$ cat src/iod_pkg.sv
package iod_pkg;
  localparam int IO_AW = 6;
  localparam int DA_AW = 8;
  localparam logic [5:0] IO_FIRST = 6'h00;
  localparam logic [5:0] IO_LAST = 6'h3F;
  localparam logic [7:0] DATA_IO_OFFSET = 8'h20;
  localparam logic [7:0] EXT_FIRST = 8'h60;
  localparam logic [7:0] EXT_LAST = 8'hFF;
  localparam logic [5:0] BIT_LAST = 6'h1F;
  localparam logic [5:0] A_INPB = 6'h03;
  localparam logic [5:0] A_DIRB = 6'h04;
  localparam logic [5:0] A_OUTB = 6'h05;
  localparam logic [5:0] A_INPC = 6'h06;
  localparam logic [5:0] A_DIRC = 6'h07;
  localparam logic [5:0] A_OUTC = 6'h08;
  localparam logic [5:0] A_INPD = 6'h09;
  localparam logic [5:0] A_DIRD = 6'h0A;
  localparam logic [5:0] A_OUTD = 6'h0B;
  localparam logic [5:0] A_INPA = 6'h0C;
  localparam logic [5:0] A_DIRA = 6'h0D;
  localparam logic [5:0] A_OUTA = 6'h0E;
  localparam logic [5:0] A_PCR = 6'h12;
  localparam logic [5:0] A_T0F = 6'h15;
  localparam logic [5:0] A_T1F = 6'h16;
  localparam logic [5:0] A_PCF = 6'h1B;
  localparam logic [5:0] A_EXF = 6'h1C;
  localparam logic [5:0] A_EXM = 6'h1D;
  localparam logic [5:0] A_SCR0 = 6'h1E;
  localparam logic [5:0] A_NVMC = 6'h1F;
  localparam logic [5:0] A_NVMD = 6'h20;
  localparam logic [5:0] A_NVMA = 6'h21;
  localparam logic [5:0] A_TPS = 6'h23;
  localparam logic [5:0] A_T0C = 6'h25;
  localparam logic [5:0] A_T0N = 6'h26;
  localparam logic [5:0] A_T0A = 6'h27;
  localparam logic [5:0] A_T0B = 6'h28;
  localparam logic [5:0] A_SCR1 = 6'h2A;
  localparam logic [5:0] A_SCR2 = 6'h2B;
  localparam logic [7:0] M_T0F = 8'h07;
  localparam logic [7:0] M_T1F = 8'h27;
  localparam logic [7:0] M_PCF = 8'h0F;
  localparam logic [7:0] M_EXF = 8'h03;
  localparam logic [7:0] M_EXM = 8'h03;
  localparam logic [7:0] M_PA = 8'h0F;
  localparam logic [7:0] M_NVMC = 8'h3F;
  localparam logic [7:0] M_TPS = 8'h81;
  localparam logic [7:0] M_T0C = 8'h0F;
  localparam logic [7:0] RST_VAL = 8'h00;
  typedef enum logic [2:0] {
    OP_NONE  = 3'h0,
    OP_IN    = 3'h1,
    OP_OUT   = 3'h2,
    OP_LOAD  = 3'h3,
    OP_STORE = 3'h4,
    OP_SETB  = 3'h5,
    OP_CLRB  = 3'h6,
    OP_TESTB = 3'h7
  } iod_op_t;
endpackage

$ cat src/iod_acc_if.sv
`timescale 1ns/100ps
interface iod_acc_if;
  logic       valid;
  iod_pkg::iod_op_t op;
  logic [7:0] addr;
  logic [2:0] bsel;
  logic       io_hit;
  logic [5:0] io_addr;
  logic       ext_hit;
  logic       bit_ok;
  logic       wr;
  logic       rd;
  modport dec (input valid, op, addr, bsel, output io_hit, io_addr, ext_hit, bit_ok, wr, rd);
  modport use_side (input io_hit, io_addr, ext_hit, bit_ok, wr, rd, bsel, op);
endinterface

$ cat src/iod_decode.sv
`timescale 1ns/100ps
module iod_decode (
  iod_acc_if.dec a
);
  logic io_form;
  logic data_form;
  logic bit_form;
  always_comb begin
    io_form   = a.valid && (a.op == iod_pkg::OP_IN || a.op == iod_pkg::OP_OUT);
    bit_form  = a.valid && (a.op == iod_pkg::OP_SETB || a.op == iod_pkg::OP_CLRB || a.op == iod_pkg::OP_TESTB);
    data_form = a.valid && (a.op == iod_pkg::OP_LOAD || a.op == iod_pkg::OP_STORE);
    a.io_addr = a.addr[5:0];
    a.io_hit  = 1'b0;
    a.ext_hit = 1'b0;
    a.bit_ok  = 1'b0;
    if (io_form) begin
      a.io_hit = (a.addr[7:6] == 2'h0);
    end else if (bit_form) begin
      a.bit_ok = (a.addr[7:5] == 3'h0);
      a.io_hit = a.bit_ok;
    end else if (data_form) begin
      if (a.addr >= iod_pkg::DATA_IO_OFFSET && a.addr < iod_pkg::EXT_FIRST) begin
        a.io_hit  = 1'b1;
        a.io_addr = 6'(a.addr - iod_pkg::DATA_IO_OFFSET);
      end
      a.ext_hit = (a.addr >= iod_pkg::EXT_FIRST);
    end
    a.wr = a.op == iod_pkg::OP_OUT || a.op == iod_pkg::OP_STORE || a.op == iod_pkg::OP_SETB || a.op == iod_pkg::OP_CLRB;
    a.rd = a.op == iod_pkg::OP_IN || a.op == iod_pkg::OP_LOAD;
  end
endmodule

$ cat src/iod_regs.sv
`timescale 1ns/100ps
// What this block does
// - I/O instructions use addresses 0x00 to 0x3F
// - Data-space access adds 0x20 to I/O address
// - Extended 0x60-0xFF only via load/store
// - Bit set/clear only on 0x00-0x1F
// - Bit test reports selected bit state on 0x00-0x1F
// - Flags clear on one, zero leaves unchanged
// - Bit ops write only the addressed bit
module iod_regs (
  input  wire logic                SYS_CLK_I,
  input  wire logic                RST_I,
  input  wire logic                ACC_VALID_I,
  input  wire iod_pkg::iod_op_t    ACC_OP_I,
  input  wire logic [7:0]          ACC_ADDR_I,
  input  wire logic [2:0]          ACC_BIT_I,
  input  wire logic [7:0]          ACC_WDATA_I,
  input  wire logic [7:0]          PIN_A_I,
  input  wire logic [7:0]          PIN_B_I,
  input  wire logic [7:0]          PIN_C_I,
  input  wire logic [7:0]          PIN_D_I,
  input  wire logic [7:0]          T0_FLAG_SET_I,
  input  wire logic [7:0]          T1_FLAG_SET_I,
  input  wire logic [7:0]          PC_FLAG_SET_I,
  input  wire logic [7:0]          EX_FLAG_SET_I,
  input  wire logic [7:0]          EXT_RDATA_I,
  output logic [7:0]               ACC_RDATA_O,
  output logic                     ACC_RVALID_O,
  output logic                     BIT_TEST_O,
  output logic                     EXT_SEL_O,
  output logic                     EXT_WR_O,
  output logic [7:0]               EXT_ADDR_O,
  output logic [7:0]               EXT_WDATA_O,
  output logic [7:0]               DIR_A_O,
  output logic [7:0]               DIR_B_O,
  output logic [7:0]               DIR_C_O,
  output logic [7:0]               DIR_D_O,
  output logic [7:0]               OUT_A_O,
  output logic [7:0]               OUT_B_O,
  output logic [7:0]               OUT_C_O,
  output logic [7:0]               OUT_D_O,
  output logic [7:0]               PULL_CTRL_O,
  output logic [7:0]               EX_MASK_O,
  output logic [7:0]               NVM_CTRL_O,
  output logic [7:0]               NVM_DATA_O,
  output logic [7:0]               NVM_ADDR_O,
  output logic [7:0]               TPS_CTRL_O,
  output logic [7:0]               T0_CTRL_O,
  output logic [7:0]               T0_COUNT_O,
  output logic [7:0]               T0_CMPA_O,
  output logic [7:0]               T0_CMPB_O
);
  iod_acc_if acc ();
  logic [7:0] pa_s1_q, pa_s2_q;
  logic [7:0] pb_s1_q, pb_s2_q;
  logic [7:0] pc_s1_q, pc_s2_q;
  logic [7:0] pd_s1_q, pd_s2_q;
  logic [7:0] t0f_q, t1f_q, pcf_q, exf_q;
  logic [7:0] scr0_q, scr1_q, scr2_q;
  logic [7:0] cur;
  logic [7:0] bmask;
  logic [7:0] wval;
  logic [7:0] w1c;
  logic       we;
  logic       is_bitop;

  assign acc.valid = ACC_VALID_I;
  assign acc.op    = ACC_OP_I;
  assign acc.addr  = ACC_ADDR_I;
  assign acc.bsel  = ACC_BIT_I;

  iod_decode u_dec (
    .a (acc)
  );

  // Pins come from outside the clock domain
  always_ff @(posedge SYS_CLK_I or posedge RST_I) begin
    if (RST_I) begin
      pa_s1_q <= iod_pkg::RST_VAL;
      pa_s2_q <= iod_pkg::RST_VAL;
      pb_s1_q <= iod_pkg::RST_VAL;
      pb_s2_q <= iod_pkg::RST_VAL;
      pc_s1_q <= iod_pkg::RST_VAL;
      pc_s2_q <= iod_pkg::RST_VAL;
      pd_s1_q <= iod_pkg::RST_VAL;
      pd_s2_q <= iod_pkg::RST_VAL;
    end else begin
      pa_s1_q <= PIN_A_I;
      pa_s2_q <= pa_s1_q;
      pb_s1_q <= PIN_B_I;
      pb_s2_q <= pb_s1_q;
      pc_s1_q <= PIN_C_I;
      pc_s2_q <= pc_s1_q;
      pd_s1_q <= PIN_D_I;
      pd_s2_q <= pd_s1_q;
    end
  end

  // Current value of the addressed I/O register
  always_comb begin
    cur = 8'h00;
    case (acc.io_addr)
      iod_pkg::A_INPA: cur = pa_s2_q & iod_pkg::M_PA;
      iod_pkg::A_DIRA: cur = DIR_A_O;
      iod_pkg::A_OUTA: cur = OUT_A_O;
      iod_pkg::A_INPB: cur = pb_s2_q;
      iod_pkg::A_DIRB: cur = DIR_B_O;
      iod_pkg::A_OUTB: cur = OUT_B_O;
      iod_pkg::A_INPC: cur = pc_s2_q;
      iod_pkg::A_DIRC: cur = DIR_C_O;
      iod_pkg::A_OUTC: cur = OUT_C_O;
      iod_pkg::A_INPD: cur = pd_s2_q;
      iod_pkg::A_DIRD: cur = DIR_D_O;
      iod_pkg::A_OUTD: cur = OUT_D_O;
      iod_pkg::A_PCR:  cur = PULL_CTRL_O;
      iod_pkg::A_T0F:  cur = t0f_q;
      iod_pkg::A_T1F:  cur = t1f_q;
      iod_pkg::A_PCF:  cur = pcf_q;
      iod_pkg::A_EXF:  cur = exf_q;
      iod_pkg::A_EXM:  cur = EX_MASK_O;
      iod_pkg::A_SCR0: cur = scr0_q;
      iod_pkg::A_NVMC: cur = NVM_CTRL_O;
      iod_pkg::A_NVMD: cur = NVM_DATA_O;
      iod_pkg::A_NVMA: cur = NVM_ADDR_O;
      iod_pkg::A_TPS:  cur = TPS_CTRL_O;
      iod_pkg::A_T0C:  cur = T0_CTRL_O;
      iod_pkg::A_T0N:  cur = T0_COUNT_O;
      iod_pkg::A_T0A:  cur = T0_CMPA_O;
      iod_pkg::A_T0B:  cur = T0_CMPB_O;
      iod_pkg::A_SCR1: cur = scr1_q;
      iod_pkg::A_SCR2: cur = scr2_q;
      default:         cur = 8'h00;
    endcase
  end

  // Write value and one-to-clear pattern per access kind
  always_comb begin
    bmask    = 8'h01 << acc.bsel;
    is_bitop = ACC_OP_I == iod_pkg::OP_SETB || ACC_OP_I == iod_pkg::OP_CLRB;
    we       = acc.io_hit && acc.wr && (!is_bitop || acc.bit_ok);
    wval     = ACC_WDATA_I;
    w1c      = ACC_WDATA_I;
    if (ACC_OP_I == iod_pkg::OP_SETB) begin
      wval = cur | bmask;
      w1c  = bmask;
    end else if (ACC_OP_I == iod_pkg::OP_CLRB) begin
      wval = cur & ~bmask;
      w1c  = 8'h00;
    end
  end

  // Plain read/write registers; unlisted addresses drop writes
  always_ff @(posedge SYS_CLK_I or posedge RST_I) begin
    if (RST_I) begin
      DIR_A_O     <= iod_pkg::RST_VAL;
      DIR_B_O     <= iod_pkg::RST_VAL;
      DIR_C_O     <= iod_pkg::RST_VAL;
      DIR_D_O     <= iod_pkg::RST_VAL;
      OUT_A_O     <= iod_pkg::RST_VAL;
      OUT_B_O     <= iod_pkg::RST_VAL;
      OUT_C_O     <= iod_pkg::RST_VAL;
      OUT_D_O     <= iod_pkg::RST_VAL;
      PULL_CTRL_O <= iod_pkg::RST_VAL;
      EX_MASK_O   <= iod_pkg::RST_VAL;
      scr0_q      <= iod_pkg::RST_VAL;
      scr1_q      <= iod_pkg::RST_VAL;
      scr2_q      <= iod_pkg::RST_VAL;
      NVM_CTRL_O  <= iod_pkg::RST_VAL;
      NVM_DATA_O  <= iod_pkg::RST_VAL;
      NVM_ADDR_O  <= iod_pkg::RST_VAL;
      TPS_CTRL_O  <= iod_pkg::RST_VAL;
      T0_CTRL_O   <= iod_pkg::RST_VAL;
      T0_COUNT_O  <= iod_pkg::RST_VAL;
      T0_CMPA_O   <= iod_pkg::RST_VAL;
      T0_CMPB_O   <= iod_pkg::RST_VAL;
    end else if (we) begin
      case (acc.io_addr)
        iod_pkg::A_DIRA: DIR_A_O     <= wval & iod_pkg::M_PA;
        iod_pkg::A_OUTA: OUT_A_O     <= wval & iod_pkg::M_PA;
        iod_pkg::A_DIRB: DIR_B_O     <= wval;
        iod_pkg::A_OUTB: OUT_B_O     <= wval;
        iod_pkg::A_DIRC: DIR_C_O     <= wval;
        iod_pkg::A_OUTC: OUT_C_O     <= wval;
        iod_pkg::A_DIRD: DIR_D_O     <= wval;
        iod_pkg::A_OUTD: OUT_D_O     <= wval;
        iod_pkg::A_PCR:  PULL_CTRL_O <= wval;
        iod_pkg::A_EXM:  EX_MASK_O   <= wval & iod_pkg::M_EXM;
        iod_pkg::A_SCR0: scr0_q      <= wval;
        iod_pkg::A_NVMC: NVM_CTRL_O  <= wval & iod_pkg::M_NVMC;
        iod_pkg::A_NVMD: NVM_DATA_O  <= wval;
        iod_pkg::A_NVMA: NVM_ADDR_O  <= wval;
        iod_pkg::A_TPS:  TPS_CTRL_O  <= wval & iod_pkg::M_TPS;
        iod_pkg::A_T0C:  T0_CTRL_O   <= wval & iod_pkg::M_T0C;
        iod_pkg::A_T0N:  T0_COUNT_O  <= wval;
        iod_pkg::A_T0A:  T0_CMPA_O   <= wval;
        iod_pkg::A_T0B:  T0_CMPB_O   <= wval;
        iod_pkg::A_SCR1: scr1_q      <= wval;
        iod_pkg::A_SCR2: scr2_q      <= wval;
        default: ;
      endcase
    end
  end

  // Sticky flags: a set in the same cycle as a clear wins
  always_ff @(posedge SYS_CLK_I or posedge RST_I) begin
    if (RST_I) begin
      t0f_q <= iod_pkg::RST_VAL;
      t1f_q <= iod_pkg::RST_VAL;
      pcf_q <= iod_pkg::RST_VAL;
      exf_q <= iod_pkg::RST_VAL;
    end else begin
      t0f_q <= ((t0f_q & ~((we && acc.io_addr == iod_pkg::A_T0F) ? w1c : 8'h00)) | T0_FLAG_SET_I)
               & iod_pkg::M_T0F;
      t1f_q <= ((t1f_q & ~((we && acc.io_addr == iod_pkg::A_T1F) ? w1c : 8'h00)) | T1_FLAG_SET_I)
               & iod_pkg::M_T1F;
      pcf_q <= ((pcf_q & ~((we && acc.io_addr == iod_pkg::A_PCF) ? w1c : 8'h00)) | PC_FLAG_SET_I)
               & iod_pkg::M_PCF;
      exf_q <= ((exf_q & ~((we && acc.io_addr == iod_pkg::A_EXF) ? w1c : 8'h00)) | EX_FLAG_SET_I)
               & iod_pkg::M_EXF;
    end
  end

  // Read answer and bit test, one cycle after the request
  always_ff @(posedge SYS_CLK_I or posedge RST_I) begin
    if (RST_I) begin
      ACC_RDATA_O  <= 8'h00;
      ACC_RVALID_O <= 1'b0;
      BIT_TEST_O   <= 1'b0;
    end else begin
      ACC_RVALID_O <= ACC_VALID_I && (acc.rd || ACC_OP_I == iod_pkg::OP_TESTB);
      if (acc.io_hit && acc.rd) begin
        ACC_RDATA_O <= cur;
      end else if (acc.ext_hit && acc.rd) begin
        ACC_RDATA_O <= EXT_RDATA_I;
      end else begin
        ACC_RDATA_O <= 8'h00;
      end
      BIT_TEST_O <= ACC_OP_I == iod_pkg::OP_TESTB && acc.bit_ok && cur[acc.bsel];
    end
  end

  // Extended range is passed out only for load/store
  always_ff @(posedge SYS_CLK_I or posedge RST_I) begin
    if (RST_I) begin
      EXT_SEL_O   <= 1'b0;
      EXT_WR_O    <= 1'b0;
      EXT_ADDR_O  <= 8'h00;
      EXT_WDATA_O <= 8'h00;
    end else begin
      EXT_SEL_O   <= acc.ext_hit;
      EXT_WR_O    <= acc.ext_hit && acc.wr;
      EXT_ADDR_O  <= ACC_ADDR_I;
      EXT_WDATA_O <= ACC_WDATA_I;
    end
  end
endmodule

$ cat config.mk
export PLATFORM = sky130hd
export DESIGN_NAME = iod_regs
export DESIGN_NICKNAME = d
export VERILOG_FILES = /design/src/iod_pkg.sv /design/src/iod_acc_if.sv /design/src/iod_decode.sv /design/src/iod_regs.sv
export SDC_FILE = /design/constraint.sdc
export NUM_CORES = 1
export LEC_CHECK = 0
export ABC_AREA = 1
export BUFFER_PORTS_ARGS = -buffer_cell sky130_fd_sc_hd__buf_2
export CAP_MARGIN = 20
export CORE_ASPECT_RATIO = 1.75
export CORE_MARGIN = 4
export CORE_UTILIZATION = 38
export DETAILED_ROUTE_END_ITERATION = 6
export GPL_TIMING_DRIVEN = 0
export SLEW_MARGIN = 0
export SYNTH_ARGS = -nofsm -noshare
export SYNTH_HDL_FRONTEND = slang
export SYNTH_SLANG_ARGS = --single-unit
$ cat constraint.sdc
create_clock -name SYS_CLK_I -period 21.4 [get_ports SYS_CLK_I]
set_clock_uncertainty 0.15 [all_clocks]
set_input_delay 3.21 -clock SYS_CLK_I [delete_from_list [all_inputs] [get_ports SYS_CLK_I]]
set_output_delay 3.21 -clock SYS_CLK_I [all_outputs]
set_load 0.005 [all_outputs]
Word-level counts from Yosys, hierarchy flattened
Cells that the tools add are included.

Register bits after elaboration: 239. Output and inout bits: 172. Logic and storage cells: 173.

Add/sub/neg operators: 1. Order comparisons: 4. Equality and inequality tests: 36. Shift operators: 1. Mux-type cells: 26. Bitwise logic cells: 15. Reductions and logical operators: 50.

Operator list (count): $pmux W8 S29 (1); $eq A6 B6 Y1 const B (9); $eq A6 B5 Y1 const B (8); $eq A6 B4 Y1 const B (7); $mux W6 (7); $reduce_and A2 Y1 (21); $mux W8 (4); $eq A6 B3 Y1 const B (4); $logic_and A1 B1 Y1 (16); $eq A3 B3 Y1 const B (4); $logic_or A1 B1 Y1 (10); $mux W1 (10); $and A8 B8 Y8 (1); $ge A8 B6 Y1 const B (1); $ge A8 B7 Y1 const B (1); $lt A8 B7 Y1 const B (1); $not A8 Y8 (1); $or A8 B8 Y8 (1); $shl A1 B3 Y8 const A (1); $and A6 B6 Y6 (1); $eq A3 B2 Y1 const B (2); $eq A6 B2 Y1 const B (1); $not A6 Y6 (1); $or A6 B6 Y6 (1); other kinds (19) (19).

Depth between registers and ports, before layout
Gate-level depths: netlist of run 1.

Depth after elaboration: 13. Gate-level depth with buffers: 20.

By module
From an unflattened synthesis of run 1, not the netlist that was laid out.

Cell total of the unflattened synthesis: 1358. Area, all modules: 10810.4 µm².

By module, submodules not included: iod_regs (times used 1, cells an instance 1319, area each 10623.9 µm², sequential area each 5980.7 µm²); iod_decode (times used 1, cells an instance 39, area each 186.4 µm², sequential area each 0.0 µm²).

Worst setup path after synthesis of run 1
No wires, ideal clock.

Path kind: input port to flip-flop. From: input ACC_OP_I[0]. To: register T0_CTRL_O[1]. Data arrival time: 4.848 ns. Slack: 16.257 ns. Cell stages on the path: 17. Buffers on the path: 3. Path through: nor2_1 -> nand2_2 -> nand2_2 -> nand2_4 -> nand2_8 -> nor2_4 -> buf_6 -> buf_6 -> nand3_1 -> nand2_1 -> nor2_1 -> nand2_1 -> nor2_1 -> nand2_2 -> nand2_4 -> buf_6 -> a31oi_1.

Cells in the longest elaborated chain, start to end: 11. Elaborated cells on any way between the ends: 64. Those cells by class: eq/ne (36); mux (11); bitwise (2); reduce/logical (15).

Ends and longest elaborated chain: start: declaration (RTL line iod_regs.sv:14) `input wire iod_pkg::iod_op_t ACC_OP_I,`; $eq A3 B2 Y1, or another cell as far along (RTL line iod_decode.sv:11) `data_form = a.valid && (a.op == iod_pkg::OP_LOAD || a.op == iod_pkg::OP_STORE);`; $logic_or A1 B1 Y1 (on tied branches) (RTL line iod_decode.sv:11, iod_decode.sv:10, iod_regs.sv:139); $logic_and A1 B1 Y1 / $logic_or A1 B1 Y1 (equally long branches) (RTL line iod_decode.sv:11, iod_decode.sv:10); $mux W6 / $logic_and A1 B1 Y1 (equally long branches) (RTL line iod_decode.sv:21, iod_decode.sv:10); $mux W6 (RTL line iod_decode.sv:18) `end else if (bit_form) begin`; $mux W6 (RTL line iod_decode.sv:16) `if (io_form) begin`; $eq A6 B6 Y1, or another cell as far along (RTL line iod_regs.sv:102) `case (acc.io_addr)`; $pmux W8 S29 (RTL line iod_regs.sv:102); $and A8 B8 Y8 (RTL line iod_regs.sv:147) `wval = cur & ~bmask;`; $mux W8 (RTL line iod_regs.sv:146) `end else if (ACC_OP_I == iod_pkg::OP_CLRB) begin`; $mux W8 (RTL line iod_regs.sv:143) `if (ACC_OP_I == iod_pkg::OP_SETB) begin`; end signal: assignment (RTL line iod_regs.sv:172) `T0_CTRL_O <= iod_pkg::RST_VAL;`; end signal: assignment (RTL line iod_regs.sv:193) `iod_pkg::A_T0C: T0_CTRL_O <= wval & iod_pkg::M_T0C;`; end: declaration (RTL line iod_regs.sv:48) `output logic [7:0] T0_CTRL_O,`.

Parallel ways exist; a longest one is shown, timed or not. A chain may end at the register's enable or synchronous reset.

Worst setup path in the final report of run 1
From: input ACC_ADDR_I[1]. To: register OUT_D_O[5].

Cells in the longest elaborated chain, start to end: 11. Elaborated cells on any way between the ends: 49. Those cells by class: add/sub (1); order compare (2); eq/ne (29); mux (11); bitwise (2); reduce/logical (4).

Ends and longest elaborated chain: start: declaration (RTL line iod_regs.sv:15) `input wire logic [7:0] ACC_ADDR_I,`; $ge A8 B6 Y1 / $lt A8 B7 Y1 (equally long branches) (RTL line iod_decode.sv:22) `if (a.addr >= iod_pkg::DATA_IO_OFFSET && a.addr < iod_pkg::EXT_FIRST) begin`; $logic_and A1 B1 Y1 (RTL line iod_decode.sv:22); $mux W6 (RTL line iod_decode.sv:22); $mux W6 (RTL line iod_decode.sv:21) `end else if (data_form) begin`; $mux W6 (RTL line iod_decode.sv:18); $mux W6 (RTL line iod_decode.sv:16); $eq A6 B6 Y1, or another cell as far along (RTL line iod_regs.sv:102); $pmux W8 S29 (RTL line iod_regs.sv:102); $and A8 B8 Y8 (RTL line iod_regs.sv:147); $mux W8 (RTL line iod_regs.sv:146); $mux W8 (RTL line iod_regs.sv:143); end signal: assignment (RTL line iod_regs.sv:162) `OUT_D_O <= iod_pkg::RST_VAL;`; end signal: assignment (RTL line iod_regs.sv:185) `iod_pkg::A_OUTD: OUT_D_O <= wval;`; end: declaration (RTL line iod_regs.sv:41) `output logic [7:0] OUT_D_O,`.

Parallel ways exist; a longest one is shown, timed or not.

==> flow_metrics.py, run 1 <==
metrics = {
    "cts": {
        "root_buffer": "clkbuf_16",
        "cts_buffers": 23,
        "htreeDepth": 1,
        "tritoncts": "yes",
        "postCtsSetupBuffers": 0,
        "cts_sinks": 239,
        "clk_pin_slew_ns": 0.07,
        "cts_buffer_depth": 3,
        "post_cts_resized": 0,
        "hold_buffers": 0,
        "clock_latency_ns": 0.53,
    },
    "sta": {
        "min_period_ns": 5.97,
        "hold_ws_ns": 0.191,
        "setup_viol": 0,
        "post-route-period-util": 0.279,
        "hold_violations": 0,
        "timing.fmax_mhz": 167,
        "max_slew.worst_pin.slew_ns": 1.08,
        "slew_headroom": 0.272,
        "setup_tns_ns": 0,
        "rsz0062_at_grt": "no",
        "slew_viol_final": 0,
    },
    "setup_path": {
        "arrival_ns": 6.26,
        "slowest_stage": "nor2_1",
        "required_ns": 21.69,
        "critPathKind": "in -> reg",
        "start_kind": "primary input",
        "crit_buf_inv": 3,
        "cp_max_fo": 10,
        "crit_path_cell_trace": "buf_2, inv_1, nand2_1, nor2_1, clkbuf_1, nand2_1, nor2_1, a21oi_1, nand2_1, nor2_1, nand2_1, nand2_4, nand2_2, nand2_1, o21ai_0",
        "cp_top_family": "simple AND/OR/NAND/NOR gates",
        "setup.worst_path.end_class": "flop",
        "max_stage_delay_ns": 0.55,
        "critPathMostFrequentCell": "nand2_1",
    },
    "placed_design": {
        "port_buffers": 219,
        "hpwlAfterDp_mm": 30.8,
        "globalplace.congestion": 0.924,
    },
    "pwr": {
        "switching_share": 0.249,
        "p_sw_w": 0.000260,
        "leakage_nw": 7.00,
        "vdd_ir_drop_max_mv": 0.0650,
        "power_density_mw_per_mm2": 77.9,
        "p_comb_frac": 0.100,
        "seq_power_share": 0.462,
        "clockPowerShare": 0.438,
        "internal_power_w": 0.000781,
    },
    "yosys": {
        "ys_types": 38,
        "synth.top_cell.area_share": 0.554,
        "synth_common_cells": "nand2_1, dfrtp_1, nor2_1",
        "synth_edf_count": 0,
        "yosysMostFrequentCell": "nand2_1",
        "avgSynthCellArea_um2": 8.73,
        "synth.largest_area_cell": "dfrtp_1",
        "synth_seq_cells": 239,
        "ys_warn_count": 0,
        "synthArstFlopShare": 1.00,
        "synth_area_mm2": 0.0108,
        "ys_seq_area_frac": 0.554,
        "synth_cells": 1237,
        "ys_dominant_reg_cell": "dfrtp_1",
        "synthTopCellsByArea": "dfrtp_1, nand2_1, nor2_1",
    },
    "detailed_routing": {
        "routed_via_density": 5.17,
        "dr.first_iter.drc_count": 814,
        "wl_per_cell_um": 21.0,
        "routed_wl_mm": 39.8,
        "drc": 0,
        "vias": 9817,
        "ant_nets": 0,
        "drt_first_pass_iters": 5,
    },
    "global_routing": {
        "grt_util_met2": 0.432,
        "use_met3": 0.0347,
        "grt_usage": 0.253,
        "grt_start_max_net_pins": 130,
        "grt_antenna_before_repair": 0,
        "grt_pass1_wl_mm": 59.3,
        "gr-max-usage-layer": "met2",
        "met1_usage": 0.276,
        "overflow": 0,
        "grt_pass1_vias": 10100,
    },
    "finish": {
        "nets": 1606,
        "diodes": 0,
        "drive_above_1_share": 0.239,
        "syn_to_final_growth_pct": 23.8,
        "fillerInstances": 2812,
    },
    "die": {
        "rows": 81,
        "die-width_um": 135,
        "start_util": 0.386,
        "coreArea_mm2": 0.0280,
        "num_io_pins": 269,
        "dieArea_mm2": 0.0313,
        "die_h_um": 231,
    },
    "status": {
        "status": "complete, no violations",
    },
    "hold_path": {
        "hold_class": "reg -> reg",
    },
    "flow_run": {
        "cap_viol_max_count": 0,
    },
}
[metrics by stage]
step	total power [W]	cells	utilization	worst slack, ns	area, um^2
floorplan	0.000543	1262	-	11.48	10900
global placement	0.000591	1854	0.445	8.77	12400
detailed placement	0.000593	1857	0.448	14.94	12500
CTS	0.00105	1898	0.478	15.48	13400
global route	0.00108	1898	0.478	15.31	13400
finish	0.00104	1898	0.478	15.43	13400
[area by class of cell]
cell class	instances	area, um^2	area share
sequential	239	5980	0.448
multi-input combinational	858	4070	0.305
timing repair buffer	222	1160	0.0867
clock buffer	31	666	0.0498
tap	373	467	0.0349
buffer	61	442	0.0331
inverter	104	400	0.0300
clock inverter	10	178	0.0133
[layer usage]
layer	up-vias	share of wire	wire [um]
li1	4571	-	-
met1	4657	0.35	13900
met2	442	0.50	19800
met3	147	0.058	2300
met4	0	0.094	3730
met5	-	0	0
[worst register-to-register path, cell delays in order, from the launching register on]
cell,delay (ns)
dfrtp_1,0.42
inv_1,0.08
nor2_1,0.09
a21oi_1,0.28
nand2_1,0.11
nor2_1,0.27
nand2_1,0.20
nand2_4,0.22
nand2_2,0.24
nand2_1,0.11
o21ai_0,0.09
[path summary, 6_finish.rpt]
path,slack [ns],cells after the start,startpoint,to
max,15.43,15,ACC_ADDR_I[1],OUT_D_O[5]
min,0.19,0,pa_s1_q[3],pa_s2_q[3]
max reg2reg,18.98,10,T0_CMPB_O[5],OUT_D_O[5]
min reg2reg,0.19,0,pa_s1_q[3],pa_s2_q[3]
max in group asynchronous,17.36,4,RST_I,T0_COUNT_O[3]
min in group asynchronous,2.69,3,RST_I,TPS_CTRL_O[0]
[power by group through the flow]
stage | Sequential [W] | Combinational (W) | Clock (W)
after floorplan | 0.000487 | 0.0000556 | 0
after global routing | 0.000482 | 0.000114 | 0.000479
after global placement | 0.000489 | 0.000102 | 0
after detailed placement | 0.000489 | 0.000104 | 0
after CTS | 0.000481 | 0.000105 | 0.000464
final | 0.000481 | 0.000104 | 0.000456
[cell families (layout without fill, tap and decap cells)]
group	after synthesis	after routing	share of synthesized area
simple gates	646	646	0.268
buf+inv	165	428	0.0773
other cells	1	26	0.000347
flops	239	239	0.554
compound gates	186	186	0.0999
[cell usage in the layout (no fill, tap or decap), types with 12 or more instances in the layout]
cell,n
nand3_1,102
o21ai_0,51
nand2_2,12
o21ai_2,13
conb_1,26
buf_6,13
nor2_1,174
nand2_1,282
a31oi_1,52
o21ai_1,51
dfrtp_1,239
nand4_1,41
buf_4,30
clkbuf_1,14
buf_2,224
clkbuf_16,23
inv_1,97
No activity file was read; power rests on OpenSTA's default activity.
==> run 2: changes to the inputs <==
ABC_AREA = 0   (was 1)
clock period = 5.1 ns   (was 21.4 ns; I/O delays follow)
==> flow_metrics.py, run 2 <==
metrics = {
    "yosys": {
        "synth_edf_count": 0,
        "synth.largest_area_cell": "dfrtp_1",
        "synthTopCellsByArea": "dfrtp_1, nand2_1, o21ai_0",
        "ys_dominant_reg_cell": "dfrtp_1",
        "yosysMostFrequentCell": "dfrtp_1",
        "avgSynthCellArea_um2": 10.3,
        "synth_seq_cells": 239,
        "synth_cells": 1046,
        "synth.top_cell.area_share": 0.557,
        "ys_seq_area_frac": 0.557,
        "ys_warn_count": 0,
        "ys_types": 83,
        "synth_area_mm2": 0.0107,
        "synth_common_cells": "dfrtp_1, nand2_1, o21ai_0",
        "synthArstFlopShare": 1.00,
    },
    "sta": {
        "setup_viol": 0,
        "timing.fmax_mhz": 201,
        "rsz0062_at_grt": "no",
        "hold_violations": 0,
        "slew_headroom": 0.136,
        "min_period_ns": 4.98,
        "slew_viol_final": 0,
        "setup_tns_ns": 0,
        "hold_ws_ns": 0.167,
        "max_slew.worst_pin.slew_ns": 1.26,
        "fin_ws_ns": 0.122,
        "post-route-period-util": 0.976,
    },
    "die": {
        "die-width_um": 135,
        "num_io_pins": 269,
        "start_util": 0.385,
        "die_h_um": 230,
        "dieArea_mm2": 0.0311,
        "rows": 81,
        "coreArea_mm2": 0.0279,
    },
    "finish": {
        "diodes": 0,
        "nets": 1420,
        "final_cell_mix": "dfrtp_1, buf_2, nand2_1, o21ai_0, nor2_1",
        "drive_above_1_share": 0.277,
        "syn_to_final_growth_pct": 24.2,
        "layout_commonest_cell": "dfrtp_1",
    },
    "setup_path": {
        "setup.worst_path.end_class": "flop",
        "cp_max_fo": 10,
        "arrival_ns": 5.21,
        "required_ns": 5.34,
        "critPathKind": "in -> reg",
        "start_kind": "primary input",
    },
    "detailed_routing": {
        "drt_first_pass_iters": 7,
        "drc": 0,
        "routed_via_density": 5.71,
        "dr.first_iter.drc_count": 726,
        "vias": 9788,
        "wl_per_cell_um": 26.1,
        "routed_wl_mm": 44.7,
        "ant_nets": 0,
    },
    "pwr": {
        "vdd_ir_drop_max_mv": 0.251,
        "leakage_nw": 6.37,
        "power_density_mw_per_mm2": 320,
        "total_power_w": 0.00427,
    },
    "placed_design": {
        "dpl_worst_slack_ns": -0.167,
        "port_buffers": 217,
        "hpwlAfterDp_mm": 34.6,
        "globalplace.congestion": 1.01,
    },
    "hold_path": {
        "hold_class": "in -> reg",
    },
    "status": {
        "status": "complete, no violations",
    },
    "cts": {
        "cts_buffer_depth": 3,
        "clock_latency_ns": 0.56,
        "root_buffer": "clkbuf_16",
        "postCtsSetupBuffers": 0,
        "post_cts_resized": 0,
        "cts_sinks": 239,
        "htreeDepth": 1,
        "hold_buffers": 0,
        "tritoncts": "yes",
        "cts_buffers": 24,
        "clk_pin_slew_ns": 0.07,
    },
    "global_routing": {
        "grt_pass1_wl_mm": 65.3,
        "overflow": 0,
        "grt_usage": 0.283,
        "grt_start_max_net_pins": 42,
        "grt_antenna_before_repair": 0,
        "grt_pass1_vias": 9978,
    },
    "flow_run": {
        "cap_viol_max_count": 0,
    },
}
==> run 2: cell families after synthesis <==
logic type,share of synthesized area
compound gates,0.182
xor+xnor,0.000816
buf+inv,0.0557
flops,0.557
mux,0.0376
other cells,0.000349
simple gates,0.167
==> run 2: area by class of cell <==
type                    instances  area, um^2
well taps                     373         467
flip-flops and latches        239        5980
plain buffers                  90         527
clock buffers                  28         646
repair buffers                226        1220
clock inverters                16         165
inverters                      19        75.1
multi-input cells             723        4260
fillers                      2735       14500
==> run 2: stage by stage <==
stage	instances	instance area [um^2]	utilization
2_1_floorplan	1071	10800	-
3_3_place_gp	1661	12400	0.444
3_5_place_dp	1670	12500	0.449
4_1_cts	1714	13300	0.479
5_1_grt	1714	13300	0.479
6_report	1714	13300	0.479
==> run 2: power by group <==
part	internal, W	switching (W)
combinational	0.000145	0.000300
clock	0.00102	0.000807
sequential	0.00195	0.0000401
==> run 2: routing by layer <==
metal,vias up,global-route usage,wire (um)
met4,0,0.215,4010
met5,-,0,0
met1,4778,0.321,15700
met3,173,0.0401,2800
li1,4277,-,-
met2,560,0.478,22100
==> run 2: path summary, 6_finish.rpt <==
path / end / start / cells past startpoint / slack [ns]
max: PULL_CTRL_O[0] / ACC_ADDR_I[4] / 11 / 0.12
min reg2reg: pb_s2_q[5] / pb_s1_q[5] / 0 / 0.18
max in group asynchronous: EXT_WDATA_O[3] / RST_I / 6 / 3.18
min: pd_s1_q[7] / PIN_D_I[7] / 1 / 0.17
max reg2reg: PULL_CTRL_O[0] / OUT_A_O[0] / 8 / 0.97
min in group asynchronous: pb_s1_q[1] / RST_I / 2 / 0.19
==> run 2: critical path, cell delays in order <==
cell and delay, ns:
buf_2 0.18, buf_2 0.28, buf_1 0.57, nor2_1 0.22
a2111oi_0 1.10, o2111ai_1 0.40, o2bb2ai_1 0.33, nand4_2 0.26
o31ai_2 0.59, buf_2 0.37, o41ai_1 0.12
